--- config.mk ---
export PLATFORM = sky130hd
export DESIGN_NAME = bbx_exec
export DESIGN_NICKNAME = d
export VERILOG_FILES = /design/src/hdl/bbx_pkg.sv /design/src/hdl/bbx_exec.sv
export SDC_FILE = /design/constraint.sdc
export NUM_CORES = 1
export LEC_CHECK = 0
export ABC_AREA = 1
export CORE_MARGIN = 3
export CORE_UTILIZATION = 38
export CTS_CLUSTER_DIAMETER = 200
export DETAILED_ROUTE_END_ITERATION = 8
export DONT_BUFFER_PORTS = 1
export GPL_TIMING_DRIVEN = 1
export PLACE_DENSITY_LB_ADDON = 0.12
export SETUP_SLACK_MARGIN = 0.5
export SYNTH_ARGS = -nofsm -noshare
export SYNTH_HDL_FRONTEND = slang
export SYNTH_SLANG_ARGS = --single-unit
--- constraint.sdc ---
create_clock -name ref_clk -period 3 [get_ports ref_clk]
set_input_delay 0.15 -clock ref_clk [delete_from_list [all_inputs] [get_ports ref_clk]]
set_output_delay 0.15 -clock ref_clk [all_outputs]
set_load 0.005 [all_outputs]
--- src/hdl/bbx_pkg.sv ---
// Constants, encodings and types of the bit, block and port execution unit
// How it works
// - Register bit set forces the bit to one, keeps flags, 8 T states.
// - Register bit clear forces the bit to zero, keeps flags, 8 T states.
// - Bit test loads Z with inverted bit, sets H, clears N, keeps C.
// - Memory bit set or clear touches one bit; 15 or 23 T states.
// - Memory bit test flags behave exactly like the register form.
// - Memory shifts take carry from the shifted-out bit; S, Z, P from result.
// - Bank swap exchanges three pairs with alternates at once in 4 T states.
// - Stack-top exchange swaps HL, IX or IY with the word at SP, low byte at SP; 19 or 23 T states.
// - Incrementing copy moves a byte, steps pointers up, PV shows count nonzero.
// - Decrementing copy is the same but steps both pointers down.
// - Incrementing compare subtracts memory from A, sets flags, steps pointer up.
// - Decrementing compare uses the same flags but steps the pointer down.
// - Repeats rewind the program counter; 21 T states each, last one 16.
// - Repeating incrementing copy runs until count zero, leaving PV, H, N clear.
// - Repeating decrementing copy steps pointers down with the same flag results.
// - Repeating incrementing compare stops on count zero or on a match.
// - Repeating decrementing compare steps down and stops on zero or match.
// - Direct port input loads A from the immediate port, no flags, 11 T.
// - Port input via C loads a register, sets S Z P, clears H N, 12 T.
// - Incrementing block input stores port byte at pointer, steps, Z on zero.
package bbx_pkg;
	localparam logic [7:0] PFX_BIT = 8'hCB;
	localparam logic [7:0] PFX_EXT = 8'hED;
	localparam logic [7:0] PFX_IX = 8'hDD;
	localparam logic [7:0] PFX_IY = 8'hFD;
	localparam logic [7:0] OP_SWAP = 8'hD9;
	localparam logic [7:0] OP_EXSP = 8'hE3;
	localparam logic [7:0] OP_IN_N = 8'hDB;
	localparam logic [7:0] OP_INI = 8'hA2;
	localparam logic [7:0] BLK_MASK = 8'hE6;
	localparam logic [7:0] BLK_MATCH = 8'hA0;
	localparam logic [4:0] T_BIT_R = 5'h08;
	localparam logic [4:0] T_BIT_P = 5'h0F;
	localparam logic [4:0] T_BIT_X = 5'h17;
	localparam logic [4:0] T_EXSP_P = 5'h13;
	localparam logic [4:0] T_EXSP_X = 5'h17;
	localparam logic [4:0] T_SWAP = 5'h04;
	localparam logic [4:0] T_BLK = 5'h10;
	localparam logic [4:0] T_REP = 5'h15;
	localparam logic [4:0] T_EXTRA = T_REP - T_BLK;
	localparam logic [4:0] T_IN_N = 5'h0B;
	localparam logic [4:0] T_IO_C = 5'h0C;
	localparam logic [4:0] T_NONE = 5'h04;
	localparam logic [7:0] FM_S = 8'h80;
	localparam logic [7:0] FM_Z = 8'h40;
	localparam logic [7:0] FM_H = 8'h10;
	localparam logic [7:0] FM_PV = 8'h04;
	localparam logic [7:0] FM_N = 8'h02;
	localparam logic [7:0] FM_C = 8'h01;
	localparam logic [2:0] RI_B = 3'h0;
	localparam logic [2:0] RI_C = 3'h1;
	localparam logic [2:0] RI_H = 3'h4;
	localparam logic [2:0] RI_L = 3'h5;
	localparam logic [2:0] RI_F = 3'h6;
	localparam logic [2:0] RI_A = 3'h7;
	localparam logic [2:0] LS_AF = 3'h0;
	localparam logic [2:0] LS_BC = 3'h1;
	localparam logic [2:0] LS_DE = 3'h2;
	localparam logic [2:0] LS_HL = 3'h3;
	localparam logic [2:0] LS_IX = 3'h4;
	localparam logic [2:0] LS_IY = 3'h5;
	localparam logic [2:0] LS_SP = 3'h6;
	localparam logic [2:0] LS_PC = 3'h7;
	localparam logic [15:0] RST_WORD = 16'h0000;
	typedef enum {ST_IDLE, ST_RUN} bbx_state_t;
	typedef enum {CL_NONE, CL_BITR, CL_BITM, CL_SWAP, CL_EXSP, CL_COPY, CL_CMP,
		CL_INN, CL_INC, CL_OUTC, CL_INI} bbx_cls_t;
endpackage

--- src/hdl/bbx_exec.sv ---
// Execution unit for bit, shift, exchange, block and port instructions
//
// Our own choices: the address-and-strobe port and the register offsets.
`timescale 1ns/10ps
`default_nettype none
module bbx_exec (
	input  wire logic        ref_clk,
	input  wire logic        rst,
	input  wire logic        ce,
	input  wire logic        instr_valid,
	input  wire logic [7:0]  instr_b0,
	input  wire logic [7:0]  instr_b1,
	input  wire logic [7:0]  instr_b2,
	input  wire logic [7:0]  instr_b3,
	input  wire logic        ld_valid,
	input  wire logic [2:0]  ld_sel,
	input  wire logic [15:0] ld_data,
	input  wire logic [7:0]  bus_rdata,
	output logic             busy,
	output logic             done,
	output logic             mem_rd,
	output logic             mem_wr,
	output logic             io_rd,
	output logic             io_wr,
	output logic [15:0]      bus_addr,
	output logic [7:0]       bus_wdata,
	output logic [15:0]      reg_af,
	output logic [15:0]      reg_bc,
	output logic [15:0]      reg_de,
	output logic [15:0]      reg_hl,
	output logic [15:0]      reg_ix,
	output logic [15:0]      reg_iy,
	output logic [15:0]      reg_sp,
	output logic [15:0]      reg_pc
);
	logic [7:0]           r8 [0:7];
	logic [7:0]           alt [0:5];
	logic [15:0]          ix;
	logic [15:0]          iy;
	logic [15:0]          sp;
	logic [15:0]          pc;
	bbx_pkg::bbx_state_t  state;
	bbx_pkg::bbx_cls_t    cls;
	logic [7:0]           op;
	logic [7:0]           disp;
	logic [7:0]           imm;
	logic [7:0]           tmp;
	logic                 pidx;
	logic                 use_iy;
	logic [4:0]           cnt;
	logic [2:0]           st;

	function automatic logic [7:0] szp(input logic [7:0] v);
		szp = {v[7], ~|v, 3'h0, ~^v, 2'h0};
	endfunction

	// Carry out in bit 8, result below
	function automatic logic [8:0] shf(input logic [2:0] k, input logic [7:0] v, input logic ci);
		unique case (k)
			3'h0: shf = {v[7], v[6:0], v[7]};
			3'h1: shf = {v[0], v[0], v[7:1]};
			3'h2: shf = {v[7], v[6:0], ci};
			3'h3: shf = {v[0], ci, v[7:1]};
			3'h4: shf = {v[7], v[6:0], 1'h0};
			3'h5: shf = {v[0], v[7], v[7:1]};
			3'h6: shf = {v[7], v[6:0], 1'h1};
			3'h7: shf = {v[0], 1'h0, v[7:1]};
		endcase
	endfunction

	function automatic bbx_pkg::bbx_cls_t dec_cls(input logic [7:0] b0, input logic [7:0] b1,
			input logic [7:0] b3);
		dec_cls = bbx_pkg::CL_NONE;
		if (b0 == bbx_pkg::PFX_BIT) begin
			dec_cls = (b1[2:0] == bbx_pkg::RI_F) ? bbx_pkg::CL_BITM : bbx_pkg::CL_BITR;
		end else if (b0 == bbx_pkg::PFX_IX || b0 == bbx_pkg::PFX_IY) begin
			if (b1 == bbx_pkg::PFX_BIT && b3[2:0] == bbx_pkg::RI_F)
				dec_cls = bbx_pkg::CL_BITM;
			else if (b1 == bbx_pkg::OP_EXSP)
				dec_cls = bbx_pkg::CL_EXSP;
		end else if (b0 == bbx_pkg::OP_SWAP) begin
			dec_cls = bbx_pkg::CL_SWAP;
		end else if (b0 == bbx_pkg::OP_EXSP) begin
			dec_cls = bbx_pkg::CL_EXSP;
		end else if (b0 == bbx_pkg::OP_IN_N) begin
			dec_cls = bbx_pkg::CL_INN;
		end else if (b0 == bbx_pkg::PFX_EXT) begin
			if ((b1 & bbx_pkg::BLK_MASK) == bbx_pkg::BLK_MATCH)
				dec_cls = b1[0] ? bbx_pkg::CL_CMP : bbx_pkg::CL_COPY;
			else if (b1 == bbx_pkg::OP_INI)
				dec_cls = bbx_pkg::CL_INI;
			else if (b1[7:6] == 2'h1 && b1[2:0] == 3'h0)
				dec_cls = bbx_pkg::CL_INC;
			else if (b1[7:6] == 2'h1 && b1[2:0] == 3'h1)
				dec_cls = bbx_pkg::CL_OUTC;
		end
	endfunction

	function automatic logic [4:0] t_of(input bbx_pkg::bbx_cls_t c, input logic x);
		unique case (c)
			bbx_pkg::CL_BITR: t_of = bbx_pkg::T_BIT_R;
			bbx_pkg::CL_BITM: t_of = x ? bbx_pkg::T_BIT_X : bbx_pkg::T_BIT_P;
			bbx_pkg::CL_EXSP: t_of = x ? bbx_pkg::T_EXSP_X : bbx_pkg::T_EXSP_P;
			bbx_pkg::CL_SWAP: t_of = bbx_pkg::T_SWAP;
			bbx_pkg::CL_COPY: t_of = bbx_pkg::T_BLK;
			bbx_pkg::CL_CMP: t_of = bbx_pkg::T_BLK;
			bbx_pkg::CL_INI: t_of = bbx_pkg::T_BLK;
			bbx_pkg::CL_INN: t_of = bbx_pkg::T_IN_N;
			bbx_pkg::CL_INC: t_of = bbx_pkg::T_IO_C;
			bbx_pkg::CL_OUTC: t_of = bbx_pkg::T_IO_C;
			bbx_pkg::CL_NONE: t_of = bbx_pkg::T_NONE;
		endcase
	endfunction

	// Instruction decode, only looked at in the accept cycle
	wire              is_idx_pfx = instr_b0 == bbx_pkg::PFX_IX || instr_b0 == bbx_pkg::PFX_IY;
	wire              is_two = instr_b0 == bbx_pkg::PFX_BIT || instr_b0 == bbx_pkg::PFX_EXT
		|| instr_b0 == bbx_pkg::OP_IN_N;
	wire              is_xbit = is_idx_pfx && instr_b1 == bbx_pkg::PFX_BIT;
	wire [7:0]        dec_op = is_xbit ? instr_b3 : (is_two ? instr_b1 : instr_b0);
	wire [15:0]       dec_len = is_xbit ? 16'h0004 : ((is_two || is_idx_pfx) ? 16'h0002 : 16'h0001);
	bbx_pkg::bbx_cls_t dec_c;
	assign dec_c = dec_cls(instr_b0, instr_b1, instr_b3);
	wire              accept = state == bbx_pkg::ST_IDLE && instr_valid;

	// Operand paths
	wire [7:0]  f = r8[bbx_pkg::RI_F];
	wire [7:0]  acc = r8[bbx_pkg::RI_A];
	wire [15:0] bc = {r8[0], r8[1]};
	wire [15:0] de = {r8[2], r8[3]};
	wire [15:0] hl = {r8[4], r8[5]};
	wire [15:0] idx = use_iy ? iy : ix;
	wire [15:0] ea = pidx ? idx + {{8{disp[7]}}, disp} : hl;
	wire [15:0] pair = pidx ? idx : hl;
	wire [2:0]  bsel = op[5:3];
	wire [2:0]  rsel = op[2:0];
	wire        is_bitr = cls == bbx_pkg::CL_BITR;
	wire        is_exsp = cls == bbx_pkg::CL_EXSP;
	wire        is_copy = cls == bbx_pkg::CL_COPY;
	wire        is_cmp = cls == bbx_pkg::CL_CMP;
	wire        is_port = cls == bbx_pkg::CL_INN || cls == bbx_pkg::CL_INC
		|| cls == bbx_pkg::CL_INI || cls == bbx_pkg::CL_OUTC;
	wire [7:0]  opnd = is_bitr ? r8[rsel] : bus_rdata;
	wire [8:0]  shr = shf(bsel, opnd, f[0]);
	wire [7:0]  bmask = 8'h01 << bsel;
	wire        is_test = op[7:6] == 2'h1;
	wire [7:0]  bit_res = (op[7:6] == 2'h0) ? shr[7:0] : (op[6] ? opnd | bmask : opnd & ~bmask);
	wire [7:0]  f_test = (f & ~(bbx_pkg::FM_Z | bbx_pkg::FM_H | bbx_pkg::FM_N)) | bbx_pkg::FM_H
		| (((opnd & bmask) == 8'h00) ? bbx_pkg::FM_Z : 8'h00);
	wire [7:0]  f_shift = szp(shr[7:0]) | {7'h00, shr[8]};
	wire [7:0]  diff = acc - bus_rdata;
	wire        hbor = acc[3:0] < bus_rdata[3:0];
	wire [15:0] bc_dec = bc - 16'h0001;
	wire        bc_nz = |bc_dec;
	wire [15:0] step = op[3] ? 16'hFFFF : 16'h0001;
	wire [7:0]  f_copy = (f & (bbx_pkg::FM_S | bbx_pkg::FM_Z | bbx_pkg::FM_C))
		| (bc_nz ? bbx_pkg::FM_PV : 8'h00);
	wire [7:0]  f_cmp = (f & bbx_pkg::FM_C) | {diff[7], ~|diff, 1'h0, hbor, 1'h0, bc_nz, 2'h2};
	wire [7:0]  b_dec = r8[bbx_pkg::RI_B] - 8'h01;
	wire [7:0]  f_ini = (f & ~bbx_pkg::FM_Z) | bbx_pkg::FM_N
		| ((b_dec == 8'h00) ? bbx_pkg::FM_Z : 8'h00);
	wire [7:0]  f_in = (f & bbx_pkg::FM_C) | szp(bus_rdata);
	wire [7:0]  out_r = (bsel == bbx_pkg::RI_F) ? 8'h00 : r8[bsel];
	// Repeat only while count remains and, for compares, no match yet
	wire        again = op[4] && bc_nz && (is_copy || (is_cmp && diff != 8'h00));
	wire        run = state == bbx_pkg::ST_RUN;
	wire        s0 = run && st == 3'h0;
	wire        s1 = run && st == 3'h1;
	wire        s2 = run && st == 3'h2;
	wire        s3 = run && st == 3'h3;

	// Bus strobes issued one cycle after the step that decides them
	wire        next_mem_rd = (s0 && (cls == bbx_pkg::CL_BITM || is_exsp || is_copy || is_cmp))
		|| (s1 && is_exsp);
	wire        next_io_rd = s0 && is_port && cls != bbx_pkg::CL_OUTC;
	wire        next_io_wr = s0 && cls == bbx_pkg::CL_OUTC;
	wire        next_mem_wr = (s2 && ((cls == bbx_pkg::CL_BITM && !is_test) || is_exsp || is_copy
		|| cls == bbx_pkg::CL_INI)) || (s3 && is_exsp);
	wire [15:0] addr_io = (cls == bbx_pkg::CL_INN) ? {acc, imm} : bc;
	wire [15:0] next_addr = is_exsp ? (st[0] ? sp + 16'h0001 : sp)
		: (cls == bbx_pkg::CL_BITM) ? ea
		: (is_copy && st == 3'h2) ? de
		: (is_port && st == 3'h0) ? addr_io : hl;
	wire [7:0]  next_wdata = is_exsp ? (st[0] ? pair[15:8] : pair[7:0])
		: (cls == bbx_pkg::CL_BITM) ? bit_res
		: (cls == bbx_pkg::CL_OUTC) ? out_r : bus_rdata;

	assign reg_af = {acc, f};
	assign reg_bc = bc;
	assign reg_de = de;
	assign reg_hl = hl;
	assign reg_ix = ix;
	assign reg_iy = iy;
	assign reg_sp = sp;
	assign reg_pc = pc;

	// Sequencer: run lasts exactly the T count, one cycle per T state
	always_ff @(posedge ref_clk) begin
		if (rst) begin
			state <= bbx_pkg::ST_IDLE;
			busy <= 1'h0;
			done <= 1'h0;
			cnt <= 5'h00;
			st <= 3'h0;
		end else if (ce) begin
			done <= 1'h0;
			if (accept) begin
				state <= bbx_pkg::ST_RUN;
				busy <= 1'h1;
				cnt <= t_of(dec_c, is_idx_pfx) - 5'h01;
				st <= 3'h0;
			end else if (run) begin
				if (cnt == 5'h00) begin
					state <= bbx_pkg::ST_IDLE;
					busy <= 1'h0;
					done <= 1'h1;
				end else begin
					cnt <= (s2 && again) ? cnt + bbx_pkg::T_EXTRA - 5'h01 : cnt - 5'h01;
				end
				if (st != 3'h7)
					st <= st + 3'h1;
			end
		end
	end

	always_ff @(posedge ref_clk) begin
		if (rst) begin
			mem_rd <= 1'h0;
			mem_wr <= 1'h0;
			io_rd <= 1'h0;
			io_wr <= 1'h0;
			bus_addr <= bbx_pkg::RST_WORD;
			bus_wdata <= 8'h00;
		end else if (ce) begin
			mem_rd <= next_mem_rd;
			mem_wr <= next_mem_wr;
			io_rd <= next_io_rd;
			io_wr <= next_io_wr;
			bus_addr <= next_addr;
			bus_wdata <= next_wdata;
		end
	end

	// Register file; loads only while idle so they never race an instruction
	always_ff @(posedge ref_clk) begin
		if (rst) begin
			for (int i = 0; i < 8; i++)
				r8[i] <= 8'h00;
			for (int i = 0; i < 6; i++)
				alt[i] <= 8'h00;
			ix <= bbx_pkg::RST_WORD;
			iy <= bbx_pkg::RST_WORD;
			sp <= bbx_pkg::RST_WORD;
			pc <= bbx_pkg::RST_WORD;
			cls <= bbx_pkg::CL_NONE;
			op <= 8'h00;
			disp <= 8'h00;
			imm <= 8'h00;
			tmp <= 8'h00;
			pidx <= 1'h0;
			use_iy <= 1'h0;
		end else if (ce) begin
			if (accept) begin
				cls <= dec_c;
				op <= dec_op;
				pidx <= is_idx_pfx;
				use_iy <= instr_b0 == bbx_pkg::PFX_IY;
				disp <= instr_b2;
				imm <= instr_b1;
				pc <= pc + dec_len;
			end else if (state == bbx_pkg::ST_IDLE && ld_valid) begin
				unique case (ld_sel)
					bbx_pkg::LS_AF: {r8[bbx_pkg::RI_A], r8[bbx_pkg::RI_F]} <= ld_data;
					bbx_pkg::LS_BC: {r8[0], r8[1]} <= ld_data;
					bbx_pkg::LS_DE: {r8[2], r8[3]} <= ld_data;
					bbx_pkg::LS_HL: {r8[4], r8[5]} <= ld_data;
					bbx_pkg::LS_IX: ix <= ld_data;
					bbx_pkg::LS_IY: iy <= ld_data;
					bbx_pkg::LS_SP: sp <= ld_data;
					bbx_pkg::LS_PC: pc <= ld_data;
				endcase
			end else if (run) begin
				unique case (cls)
					bbx_pkg::CL_BITR: begin
						if (s0 && is_test)
							r8[bbx_pkg::RI_F] <= f_test;
						else if (s0 && op[7:6] == 2'h0) begin
							r8[rsel] <= shr[7:0];
							r8[bbx_pkg::RI_F] <= f_shift;
						end else if (s0)
							r8[rsel] <= bit_res;
					end
					bbx_pkg::CL_BITM: begin
						if (s2 && is_test)
							r8[bbx_pkg::RI_F] <= f_test;
						else if (s2 && op[7:6] == 2'h0)
							r8[bbx_pkg::RI_F] <= f_shift;
					end
					bbx_pkg::CL_SWAP: begin
						if (s0) begin
							for (int i = 0; i < 6; i++) begin
								r8[i] <= alt[i];
								alt[i] <= r8[i];
							end
						end
					end
					bbx_pkg::CL_EXSP: begin
						if (s2)
							tmp <= bus_rdata;
						if (s3 && !pidx)
							{r8[bbx_pkg::RI_H], r8[bbx_pkg::RI_L]} <= {bus_rdata, tmp};
						else if (s3 && use_iy)
							iy <= {bus_rdata, tmp};
						else if (s3)
							ix <= {bus_rdata, tmp};
					end
					bbx_pkg::CL_COPY: begin
						if (s2) begin
							{r8[4], r8[5]} <= hl + step;
							{r8[2], r8[3]} <= de + step;
							{r8[0], r8[1]} <= bc_dec;
							r8[bbx_pkg::RI_F] <= f_copy;
						end
						if (s2 && again)
							pc <= pc - 16'h0002;
					end
					bbx_pkg::CL_CMP: begin
						if (s2) begin
							{r8[4], r8[5]} <= hl + step;
							{r8[0], r8[1]} <= bc_dec;
							r8[bbx_pkg::RI_F] <= f_cmp;
						end
						if (s2 && again)
							pc <= pc - 16'h0002;
					end
					bbx_pkg::CL_INN: begin
						if (s2)
							r8[bbx_pkg::RI_A] <= bus_rdata;
					end
					bbx_pkg::CL_INC: begin
						if (s2 && bsel != bbx_pkg::RI_F)
							r8[bsel] <= bus_rdata;
						if (s2)
							r8[bbx_pkg::RI_F] <= f_in;
					end
					bbx_pkg::CL_INI: begin
						if (s2) begin
							{r8[4], r8[5]} <= hl + 16'h0001;
							r8[bbx_pkg::RI_B] <= b_dec;
							r8[bbx_pkg::RI_F] <= f_ini;
						end
					end
					bbx_pkg::CL_OUTC: ;
					bbx_pkg::CL_NONE: ;
				endcase
			end
		end
	end

	// Checking aids: flags at accept, pc as advanced by the accept step, length of the run
	logic [7:0]  f_start;
	logic [15:0] pc_start;
	logic [4:0]  run_len;
	always_ff @(posedge ref_clk) begin
		if (rst) begin
			f_start <= 8'h00;
			pc_start <= bbx_pkg::RST_WORD;
			run_len <= 5'h00;
		end else if (ce && accept) begin
			f_start <= f;
			pc_start <= pc + dec_len;
			run_len <= 5'h00;
		end else if (ce && run) begin
			run_len <= run_len + 5'h01;
		end
	end
endmodule // bbx_exec
`default_nettype wire

### After elaboration in Yosys (flattened, before gate mapping)

Memories as Yosys holds them, arrays and structs flattened.
Index checks and enable logic that the tools add are counted.
W data, S select, Z words.

| word-level totals | value |
|---|---|
| word-level logic and storage cells | 404 |
| output and inout port bits | 158 |
| bits in writable memories | 48 |
| memories | 1 |
| bits of input ports | 64 |
| register bits after elaboration | 264 |

Memory list:

| name | words | bits a word | rd ports | clocked after Yosys merged registers in | wr ports | line | RTL |
|---|---|---|---|---|---|---|---|
| alt | 6 | 8 | 6 | 0 | 6 | bbx_exec.sv:37 | `logic [7:0] alt [0:5];` |

| operators by class | value |
|---|---|
| reduce and logical (&&, ||, !) cells | 106 |
| equality and inequality tests | 87 |
| shift-type cells | 1 |
| order comparisons | 5 |
| bitwise operators | 20 |
| mux-type cells | 139 |
| add/subtract/negate cells | 15 |

Operator list:

| kind | count |
|---|---|
| $mux W16 | 35 |
| $mux W64 | 5 |
| $eq A32 B3 Y1 const B | 9 |
| $eq A32 B4 Y1 const B | 9 |
| $mux W8 | 29 |
| $bwmux W64 | 3 |
| $eq A32 B2 Y1 const B | 6 |
| $mux W32 | 6 |
| $pmux W16 S7 | 1 |
| $eq A32 B5 Y1 const B | 3 |
| $mux W48 | 2 |
| $pmux W8 S6 | 2 |
| $eq A8 B8 Y1 const B | 10 |
| $pmux W9 S8 | 1 |
| $eq A32 B1 Y1 const B | 2 |
| $logic_not A32 Y1 | 2 |
| $pmux W16 S4 | 1 |
| $mux W56 | 1 |
| $add A16 B16 Y16 | 3 |
| $bmux W8 S3 | 2 |
| $demux W8 S3 | 2 |
| $mux W24 | 2 |
| $mux W5 | 8 |
| $pmux W8 S5 | 1 |
| 73 further kinds | 228 |

### Longest topological paths before layout

Gate-level depths: netlist of the first run.

| logic depth | value |
|---|---|
| word-level depth | 20 |
| depth in mapped cells | 25 |

### Worst setup path before layout of the first run

OpenSTA, ideal clock, no wires.

| timing path | value |
|---|---|
| path type | reg2reg |
| start | register op[3] |
| end | register r8 (netlist bit reg_hl[11]) |
| setup slack | -318 ps |
| library setup time | 119 ps |
| cell stages (with the launch flop) | 18 |
| data arrival time | 3,199 ps |
| data required time | 2,881 ps |
| period minus slack after synthesis | 3,318 ps |
| path through | dfxtp_1 -> clkbuf_2 -> inv_1 -> buf_2 -> nor2_1 -> ha_1 -> a21oi_1 -> nand2_1 -> nand2_1 -> nand3_1 -> a21boi_0 -> o21ai_0 -> nor2_1 -> nor2_1 -> nand2_1 -> nand3_1 -> nand2_1 -> a21oi_1 |

| between the ends | value |
|---|---|
| longest elaborated chain between the ends | 12 |

Ends and longest elaborated chain:

| element | line | RTL |
|---|---|---|
| from (decl) | bbx_exec.sv:44 | `logic [7:0] op;` |
| from (signal assigned) | bbx_exec.sv:265 | `op <= dec_op;` |
| parallel branches: the longest is 12 deep, another holds $ge A4 B4 Y1 | - |  |
| to (signal, indexed assignment) | bbx_exec.sv:273 | `bbx_pkg::LS_AF: {r8[bbx_pkg::RI_A], r8[bbx_pkg::RI_F]} <= ld_data;` |
| to (signal, indexed assignment) | bbx_exec.sv:286 | `r8[bbx_pkg::RI_F] <= f_test;` |
| to (signal, indexed assignment) | bbx_exec.sv:288 | `r8[rsel] <= shr[7:0];` |
| to (decl) | bbx_exec.sv:36 | `logic [7:0] r8 [0:7];` |

Several ways; the timed one is not identified. The select of a mux whose other input is x is not followed.
A chain may end at the register's enable or synchronous reset.

### Final worst setup path of the first run

| timing path | value |
|---|---|
| start | register op[0] |
| end | register r8 (netlist bit f[6]) |

| between the ends | value |
|---|---|
| longest elaborated chain between the ends | 15 |

Ends and longest elaborated chain:

| element | line | RTL |
|---|---|---|
| $not A3 Y4 (not written as such) (*) | bbx_exec.sv:143, bbx_exec.sv:291 |  |
| parallel branches: the longest is 11 deep, another holds $pmux W9 S8 | - |  |
| $pmux W8 S6 (*) | bbx_exec.sv:283 | `unique case (cls)` |
| $mux W64 (*) | bbx_exec.sv:282 | `end else if (run) begin` |
| $mux W64 (*) | bbx_exec.sv:271 | `end else if (state == bbx_pkg::ST_IDLE && ld_valid) begin` |

Every way passes the cells marked *. The select of a mux whose other input is x is not followed.

==> reports/metrics.yaml, run 1 <==
finalWorstSetupSlack_ns: 0.09513
critical_path.endpoint_type: "flop"
fmax_mhz: 344.2
path_cells: "buf_12, inv_12, nand3_4, o22ai_4, nor2_1, nand2_1, nand2_2, nand2_2, o21ai_2, nor2_2, ha_4, nand4_1, o21ai_1, buf_4, a31oi_4, buf_6, nand2_2, nor2_2, nand2_1, nand2_1, a21oi_2"
leakage_nw: 11.83
antenna_found_initial: 11
place_ws_ns: -0.2074
vias: 27270
core_um2: 53920
ys_ff_latch: 252
clk_latency_ns: 0.57
cts_tree: "yes"
final_hold_viol_count: 0
grtUsageTotal: 0.4179
slew_headroom: 0.1694
final_nets: 3815
vias_per_cell: 6.202
critPathTopFamily: "simple AND/OR/NAND/NOR gates"
io_pins: 222
dp_hpwl_um: 93590
max_cap_viol_count: 0
seq_area_frac_synth: 0.2661
chipHeight_um: 239.8
skew_ns: 0.01994
crit_buf_inv: 4
dieArea_um2: 57490
required_ns: 3.49
final_antenna_net_count: 0
slowest_delay_ns: 0.39
grt_pass1_wl_um: 174000
worst_pin_slew_ns: 1.241
cts.sinks: 252
cellPowerDensity_nw_per_um2: 428.9
irDropWorstVdd_v: 0.0003626
synth_edf_count: 48
synthFlopType: "dfxtp_1"
status: "complete, no violations"
start_util: 0.3851
wl_um: 127200
rows: 85
path_max_fanout: 7
rr_startpoint: "op[0]"
drive_gt1_frac: 0.2622
rsz0062_at_grt: "yes"
cts_root_buffer: "clkbuf_16"
synth_warnings: 0
gp_congestion: 1.064
grt_remaining_overflow: 0
grt_pass1_vias: 24530
syn_nets: 3453
synth_cell_types: 74
cp.arrival_ns: 3.40
synth.avg_cell_area_um2: 6.279
h-tree-depth: 2
drc: 0
clockBufferDepth: 3
syn_inst: 3307
io_buffers: 0
timing.final.crit_share: 0.9683
fin_hold_ws_ns: 0.01559
post-route-min-period_ns: 2.905
grt_max_degree: 86
dr.pass1.iters: 6
drt_iter0_markers: 3303
die_w_um: 239.8
total_power_mw: 12.23
detail_route.wl_per_cell_um: 28.93
syn_area_um2: 20770
drv_slew: 0
syn2layout_area_growth_pct: 37.35
crit_slowest_cell: "dfxtp_4"
crit_path_start: "op[0]"
start_kind: "flop"
min_path_type: "input port to flop"
critical_path_class: "flop to flop"
setup_viol: 0
hp-start: "instr_b1[4]"
clk_pin_slew_ns: 0.05
tritoncts.num_buffers: 34
synthArstFlopShare: 0
placed cells by master (no fill, tap or decap), types with 33 or more instances in the layout:
cell	n
a21oi_1	287
a21oi_2	38
a31oi_1	40
buf_4	363
buf_6	34
clkbuf_16	38
dfxtp_1	185
dlygate4sd3_1	59
edfxtp_1	48
ha_1	33
ha_4	40
inv_1	285
inv_2	40
nand2_1	550
nand2_2	67
nand3_1	151
nor2_1	384
nor2_2	54
o211ai_1	35
o21ai_0	359
o21ai_1	68
o22ai_1	38
registers in the layout, summed over array words and instances, names as in the netlist, 3 cells and up:
signal,flops
alt,48
bus_addr,16
reg_bc,16
reg_de,16
reg_hl,16
reg_ix,16
reg_iy,16
reg_pc,16
reg_sp,16
acc,8
bus_wdata,8
disp,8
f,8
imm,8
op,8
tmp,8
cnt,5
cls,4
st,3
where the power goes:
part	internal [mW]	switching, mW
clock	2.75	1.77
sequential	3.60	0.203
combinational	1.36	2.55
total	7.71	4.53
per-layer routing:
layer / wire [um] / vias to the layer above / share of wire / track usage
li1: - / 12010 / - / -
met1: 50880 / 12940 / 0.40 / 0.5506
met2: 53110 / 1863 / 0.42 / 0.6142
met3: 13790 / 453 / 0.11 / 0.1044
met4: 9328 / 10 / 0.073 / 0.2523
met5: 71 / - / 0.00056 / 0
layout make-up:
type	count	area (um2)
timing repair inverter	2	25.02
multi-input combinational	2553	15310
fill	5413	25400
clock buffer	46	1021
clock inverter	16	211.5
tap	696	870.8
sequential	252	5567
timing repair buffer	476	4104
antenna	6	15.01
inverter	350	1403
worst register-to-register path: stages, from the launching register on:
cell     delay (ns)
dfxtp_4        0.39
buf_12         0.17
inv_12         0.10
nand3_4        0.20
o22ai_4        0.27
nor2_1         0.07
nand2_1        0.07
nand2_2        0.08
nand2_2        0.12
o21ai_2        0.06
nor2_2         0.15
ha_4           0.15
nand4_1        0.12
o21ai_1        0.20
buf_4          0.15
a31oi_4        0.04
buf_6          0.18
nand2_2        0.05
nor2_2         0.03
nand2_1        0.06
nand2_1        0.06
a21oi_2        0.13
timing repair:
action                                  4_1_cts  5_1_grt
pin swaps                                    82      116
endpoints found under the hold margin       116        0
endpoints found under the setup margin      107      124
buffers inserted                             45       52
hold buffers                                 62        0
gates cloned                                  4        3
resized for setup                           266      264
synth_stat cells (8+ instances only):
library cell	count	area (um2)
nand2_1	620	2327
o21ai_0	436	2182
nor2_1	426	1599
a21oi_1	327	1637
inv_1	314	1179
dfxtp_1	204	4084
nand3_1	183	915.9
clkbuf_1	93	349.1
ha_1	78	975.9
o22ai_1	50	312.8
edfxtp_1	48	1441
a31oi_1	41	256.5
o211ai_1	35	262.8
buf_2	34	170.2
nand4_1	31	193.9
nor2_2	31	193.9
nor3_1	31	155.2
xor2_1	30	262.8
inv_2	24	90.09
o21ai_1	23	115.1
nand2_2	21	131.4
a211oi_1	17	127.6
xnor2_1	13	113.9
buf_1	12	45.04
or2_2	12	75.07
o221ai_1	10	87.58
a221oi_1	9	78.83
o2111ai_1	9	78.83
o21bai_1	9	67.56
buf_4	8	60.06
path summary, 6_finish.rpt:
check | end | slack, ns | cells after the start
setup / recovery | f[6] | 0.1 | 21
hold / removal | imm[4] | 0.02 | 3
setup reg to reg | f[6] | 0.1 | 21
hold reg to reg | tmp[7] | 0.47 | 2
kinds of logic after synthesis:
kind of cell               synth area share
adders and majority gates           0.05085
buffers and inverters               0.09803
xor gates and xnor gates            0.01814
DFF                                  0.2661
AOI/OAI and AO/OA                    0.2745
and+or+nand+nor                      0.2924
stage by stage:
step | util | cell area (um2) | instances | setup TNS [ns]
after floorplan | - | 21110 | 3307 | 0
after global placement | 0.4401 | 23730 | 4163 | -0.7622
after CTS | 0.5020 | 27070 | 4336 | 0
final | 0.5290 | 28520 | 4397 | 0
after global routing | 0.5287 | 28510 | 4391 | 0
after detailed placement | 0.4401 | 23730 | 4163 | -0.9022
(Power assumes the default switching activity.)
==> inputs of run 2 (changes only) <==
ABC_AREA = default   (was 1)
==> run 2 against run 1 <==
Net effect:
- the flow now finishes with violations (hold timing, setup timing)
- via count fell by 6.8%
- critical path depth fell by 5
- routed wire length about the same
- setup slack lost 0.30 ns
- area after synthesis down 1.9%
- non-clock buffer count is 142 higher
- design area increased by 5.3%
- sequential share of layout area is 0.94 points lower
- worst hold slack got worse by 0.25 ns
- die area decreased by 1.8%
- first-iteration DRC count decreased by 1.9%
- critical endpoint is now reg_hl[15]
- highest routed layer unchanged
==> reports/metrics.yaml, run 2 <==
rsz0062_at_grt: "yes"
detail_route.wl_per_cell_um: 33.51  # +16%
cts_tree: "yes"
drc: 0  # unchanged
h-tree-depth: 2  # unchanged
core_um2: 52760  # -2.2%
synth_warnings: 0  # unchanged
start_kind: "flop"
syn_inst: 2625  # -21%
crit_top_cell: "buf_6"
grt_pass1_vias: 23450  # -4.4%
synth_top_area_frac: 0.2004  # +0.003768
synth_edf_count: 48  # unchanged
largest_reg_flops: 48  # unchanged
comb_power_share: 0.291  # -0.028
start_util: 0.3862  # +0.001067
grt_pass1_wl_um: 175300  # +0.77%
synth_cell_types: 100  # +35%
dr.pass1.iters: 8  # +2
final_nets: 3216  # -16%
wl_um: 127100  # about the same
worst_r2r_endpoint: "reg_hl[15]"
crit_path_start: "cls[2]"
vias: 25410  # -6.8%
antenna_found_initial: 7  # -4
skew_ns: 0.02676  # +0.006826 ns
grt_remaining_overflow: 0  # unchanged
rr_startpoint: "cls[2]"
clk_latency_ns: 0.57  # about the same
layout_common_cells: "394 x buf_4, 282 x nor2_1, 230 x nand2_1"
yosysMostFrequentCell: "nor2_1"
nFillCells: 4912  # -9.3%
dp_hpwl_um: 90830  # -3.0%
cellPowerDensity_nw_per_um2: 375.3  # -12%
clk_pin_slew_ns: 0.07  # +0.02 ns
netlist.top_cell.by_area: "dfxtp_1"
syn_area_um2: 20380  # -1.9%
worst_pin_slew_ns: 1.126  # -0.1148 ns
fin_hold_ws_ns: -0.2356  # -0.2512 ns
cp.arrival_ns: 3.53  # +0.13 ns
chipHeight_um: 237.6  # -0.92%
rows: 84  # -1.2%
irDropWorstVdd_v: 0.0004229  # +17%
syn_nets: 2771  # -20%
clkPwrFrac: 0.383  # +0.013
largest_register: "alt"
clockBufferDepth: 3  # unchanged
tritoncts.num_buffers: 34  # unchanged
switching_share: 0.3310  # -0.03923
critical_path.endpoint_type: "flop"
synth_area_leaders: "dfxtp_1 20%, edfxtp_1 7.1%, a21oi_1 5.6%"
reg2reg_slack_ns: -0.20  # -0.30 ns
path_cells: "buf_6, nor2b_4, nand2_4, nand2_8, inv_8, buf_12, buf_6, ha_4, nand3_2, nor2_4, nor4b_4, nor3b_2, a41o_1, a311oi_1, o211ai_1, a41oi_2"
path_max_fanout: 8  # +1
slowest_delay_ns: 0.33  # -0.06 ns
max_cap_viol_count: 0  # unchanged
synthArstFlopShare: 0  # unchanged
place_inst: 3484  # -16%
status: "finished with violations"
io_buffers: 0  # unchanged
final_hold_viol_count: 26  # +26
cts_root_buffer: "clkbuf_16"
setup_tns_ns: -1.813  # -1.813 ns
finalNonFillerCells: 3793  # -14%
vias_per_cell: 6.698  # +8.0%
drive_gt1_frac: 0.3400  # +0.07777
gp_congestion: 1.027  # -3.4%
mostFrequentLayoutCell: "buf_4"
setup_viol: 26  # +26
grtUsageTotal: 0.4285  # +0.01067
synthTopCellsByCount: "295 x nor2_1, 256 x nand2_1, 229 x a21oi_1"
dieArea_um2: 56430  # -1.8%
total_power_mw: 11.27  # -7.8%
drv_slew: 0  # unchanged
io_pins: 222  # unchanged
critical_path_class: "flop to flop"
synthFlopType: "dfxtp_1"
synth.avg_cell_area_um2: 7.762  # +24%
ys_ff_latch: 252  # unchanged
seqPwrFrac: 0.326  # +0.016
final_antenna_net_count: 0  # unchanged
drt_iter0_markers: 3240  # -1.9%
seq_area_frac_synth: 0.2712  # +0.005098
crit_end: "reg_hl[15]"
syn2layout_area_growth_pct: 47.42
p_switching_mw: 3.731  # -18%
die_w_um: 237.6  # -0.92%
violations: "hold timing, setup timing"
reg2reg_depth: 16  # -24%
slew_headroom: 0.2462  # +0.07684
timing.final.crit_share: 1.067  # +0.09882
min_path_type: "input port to flop"
fmax_mhz: 312.4  # -9.3%
cts.sinks: 252  # unchanged
grt_max_degree: 187  # +120%
required_ns: 3.33  # -0.16 ns
finalWorstSetupSlack_ns: -0.2013  # -0.2965 ns
intPower_mw: 7.543  # -2.1%
leakage_nw: 11.64  # -1.6%
crit_slowest_cell: "dfxtp_2"
post-route-min-period_ns: 3.201  # +0.2965 ns
run 2: cell count changes after synthesis, moves of 37 or more:
cell / previous run / this run
nand2b_1: 0 / 39
nand2_1: 620 / 256
clkbuf_1: 93 / 158
a21oi_1: 327 / 229
a211oi_1: 17 / 68
a221oi_1: 9 / 46
nand3_1: 183 / 60
nor3_1: 31 / 71
nor2_1: 426 / 295
and2_1: 3 / 50
inv_1: 314 / 51
mux2i_1: 0 / 108
o21ai_0: 436 / 124
run 2: area by class of cell:
| type | count | area, um2 | share of cell area |
|---|---|---|---|
| Timing Repair Buffer | 618 | 5778 | 0.1924 |
| Inverter | 54 | 211.5 | 0.007039 |
| Tap cell | 688 | 860.8 | 0.02866 |
| Clock buffer | 41 | 928.4 | 0.03091 |
| Antenna cell | 11 | 27.53 | 0.0009164 |
| Clock inverter | 19 | 220.2 | 0.007331 |
| Multi-Input combinational cell | 2110 | 16430 | 0.5470 |
| Sequential cell | 252 | 5582 | 0.1858 |
run 2: routing by layer:
metal / up-vias / track usage / share of wire
met5: - / 0 / 0.00017
met4: 2 / 0.2878 / 0.085
met3: 461 / 0.1089 / 0.11
met2: 1694 / 0.6432 / 0.42
met1: 12460 / 0.5434 / 0.38
li1: 10790 / - / -
run 2: cells by family after synthesis:
logic type	after synthesis	share of synthesized area
XOR/XNOR	75	0.03224
multiplexers	148	0.08143
buffers and inverters	265	0.05109
AND/OR/NAND/NOR	968	0.2328
flip-flops	252	0.2712
AO/OA/AOI/OAI	835	0.2795
adder cells (fa/ha/maj)	82	0.05183
run 2: worst min path at each step:
stage,start,to,slack [ns],cells past startpoint
after floorplan,instr_b3[1],op[1],0.28,2
after global placement,ce,busy,0.26,1
after detailed placement,ce,busy,0.26,1
after CTS,rst,op[0],-0.32,1
after global routing,rst,reg_de[9],-0.25,1
final,instr_b3[3],op[3],-0.24,2
run 2: critical path: cells and delay by family (launching register included):
family                     cells  cell delay [ns]
buffers and inverters          4             0.42
adders and majority gates      1             0.28
DFF                            1             0.33
and+or+nand+nor                7             0.89
AOI/OAI and AO/OA              4             1.04
run 2: power groups by stage:
stage               Combinational, mW  Clock (mW)  Sequential (mW)
floorplan                        1.30           0             3.69
global placement                 2.28           0             3.74
detailed placement               2.29           0             3.74
CTS                              2.93        4.35             3.67
global route                     3.38        4.47             3.68
finish                           3.28        4.32             3.68
run 2: what timing repair did:
action                                 4_1_cts  5_1_grt
endpoints found under the hold margin      195      156
setup endpoints to repair                  141      199
gates resized for setup                    428      166
buffers inserted                           110       50
hold buffers                                66        3
gates cloned                                 5        4
pin swaps                                  203      147
run 2: through the flow:
step / instance area [um2] / hold WS (ns) / util / setup slack [ns]
after detailed placement: 24050 / 0.2617 / 0.4558 / -0.5742
after global routing: 30010 / -0.2550 / 0.5689 / -0.2666
after CTS: 28710 / -0.3223 / 0.5441 / -0.2499
after global placement: 24050 / 0.2646 / 0.4558 / -0.5533
after floorplan: 21040 / 0.2835 / - / 0.1572
final: 30040 / -0.2356 / 0.5693 / -0.2013
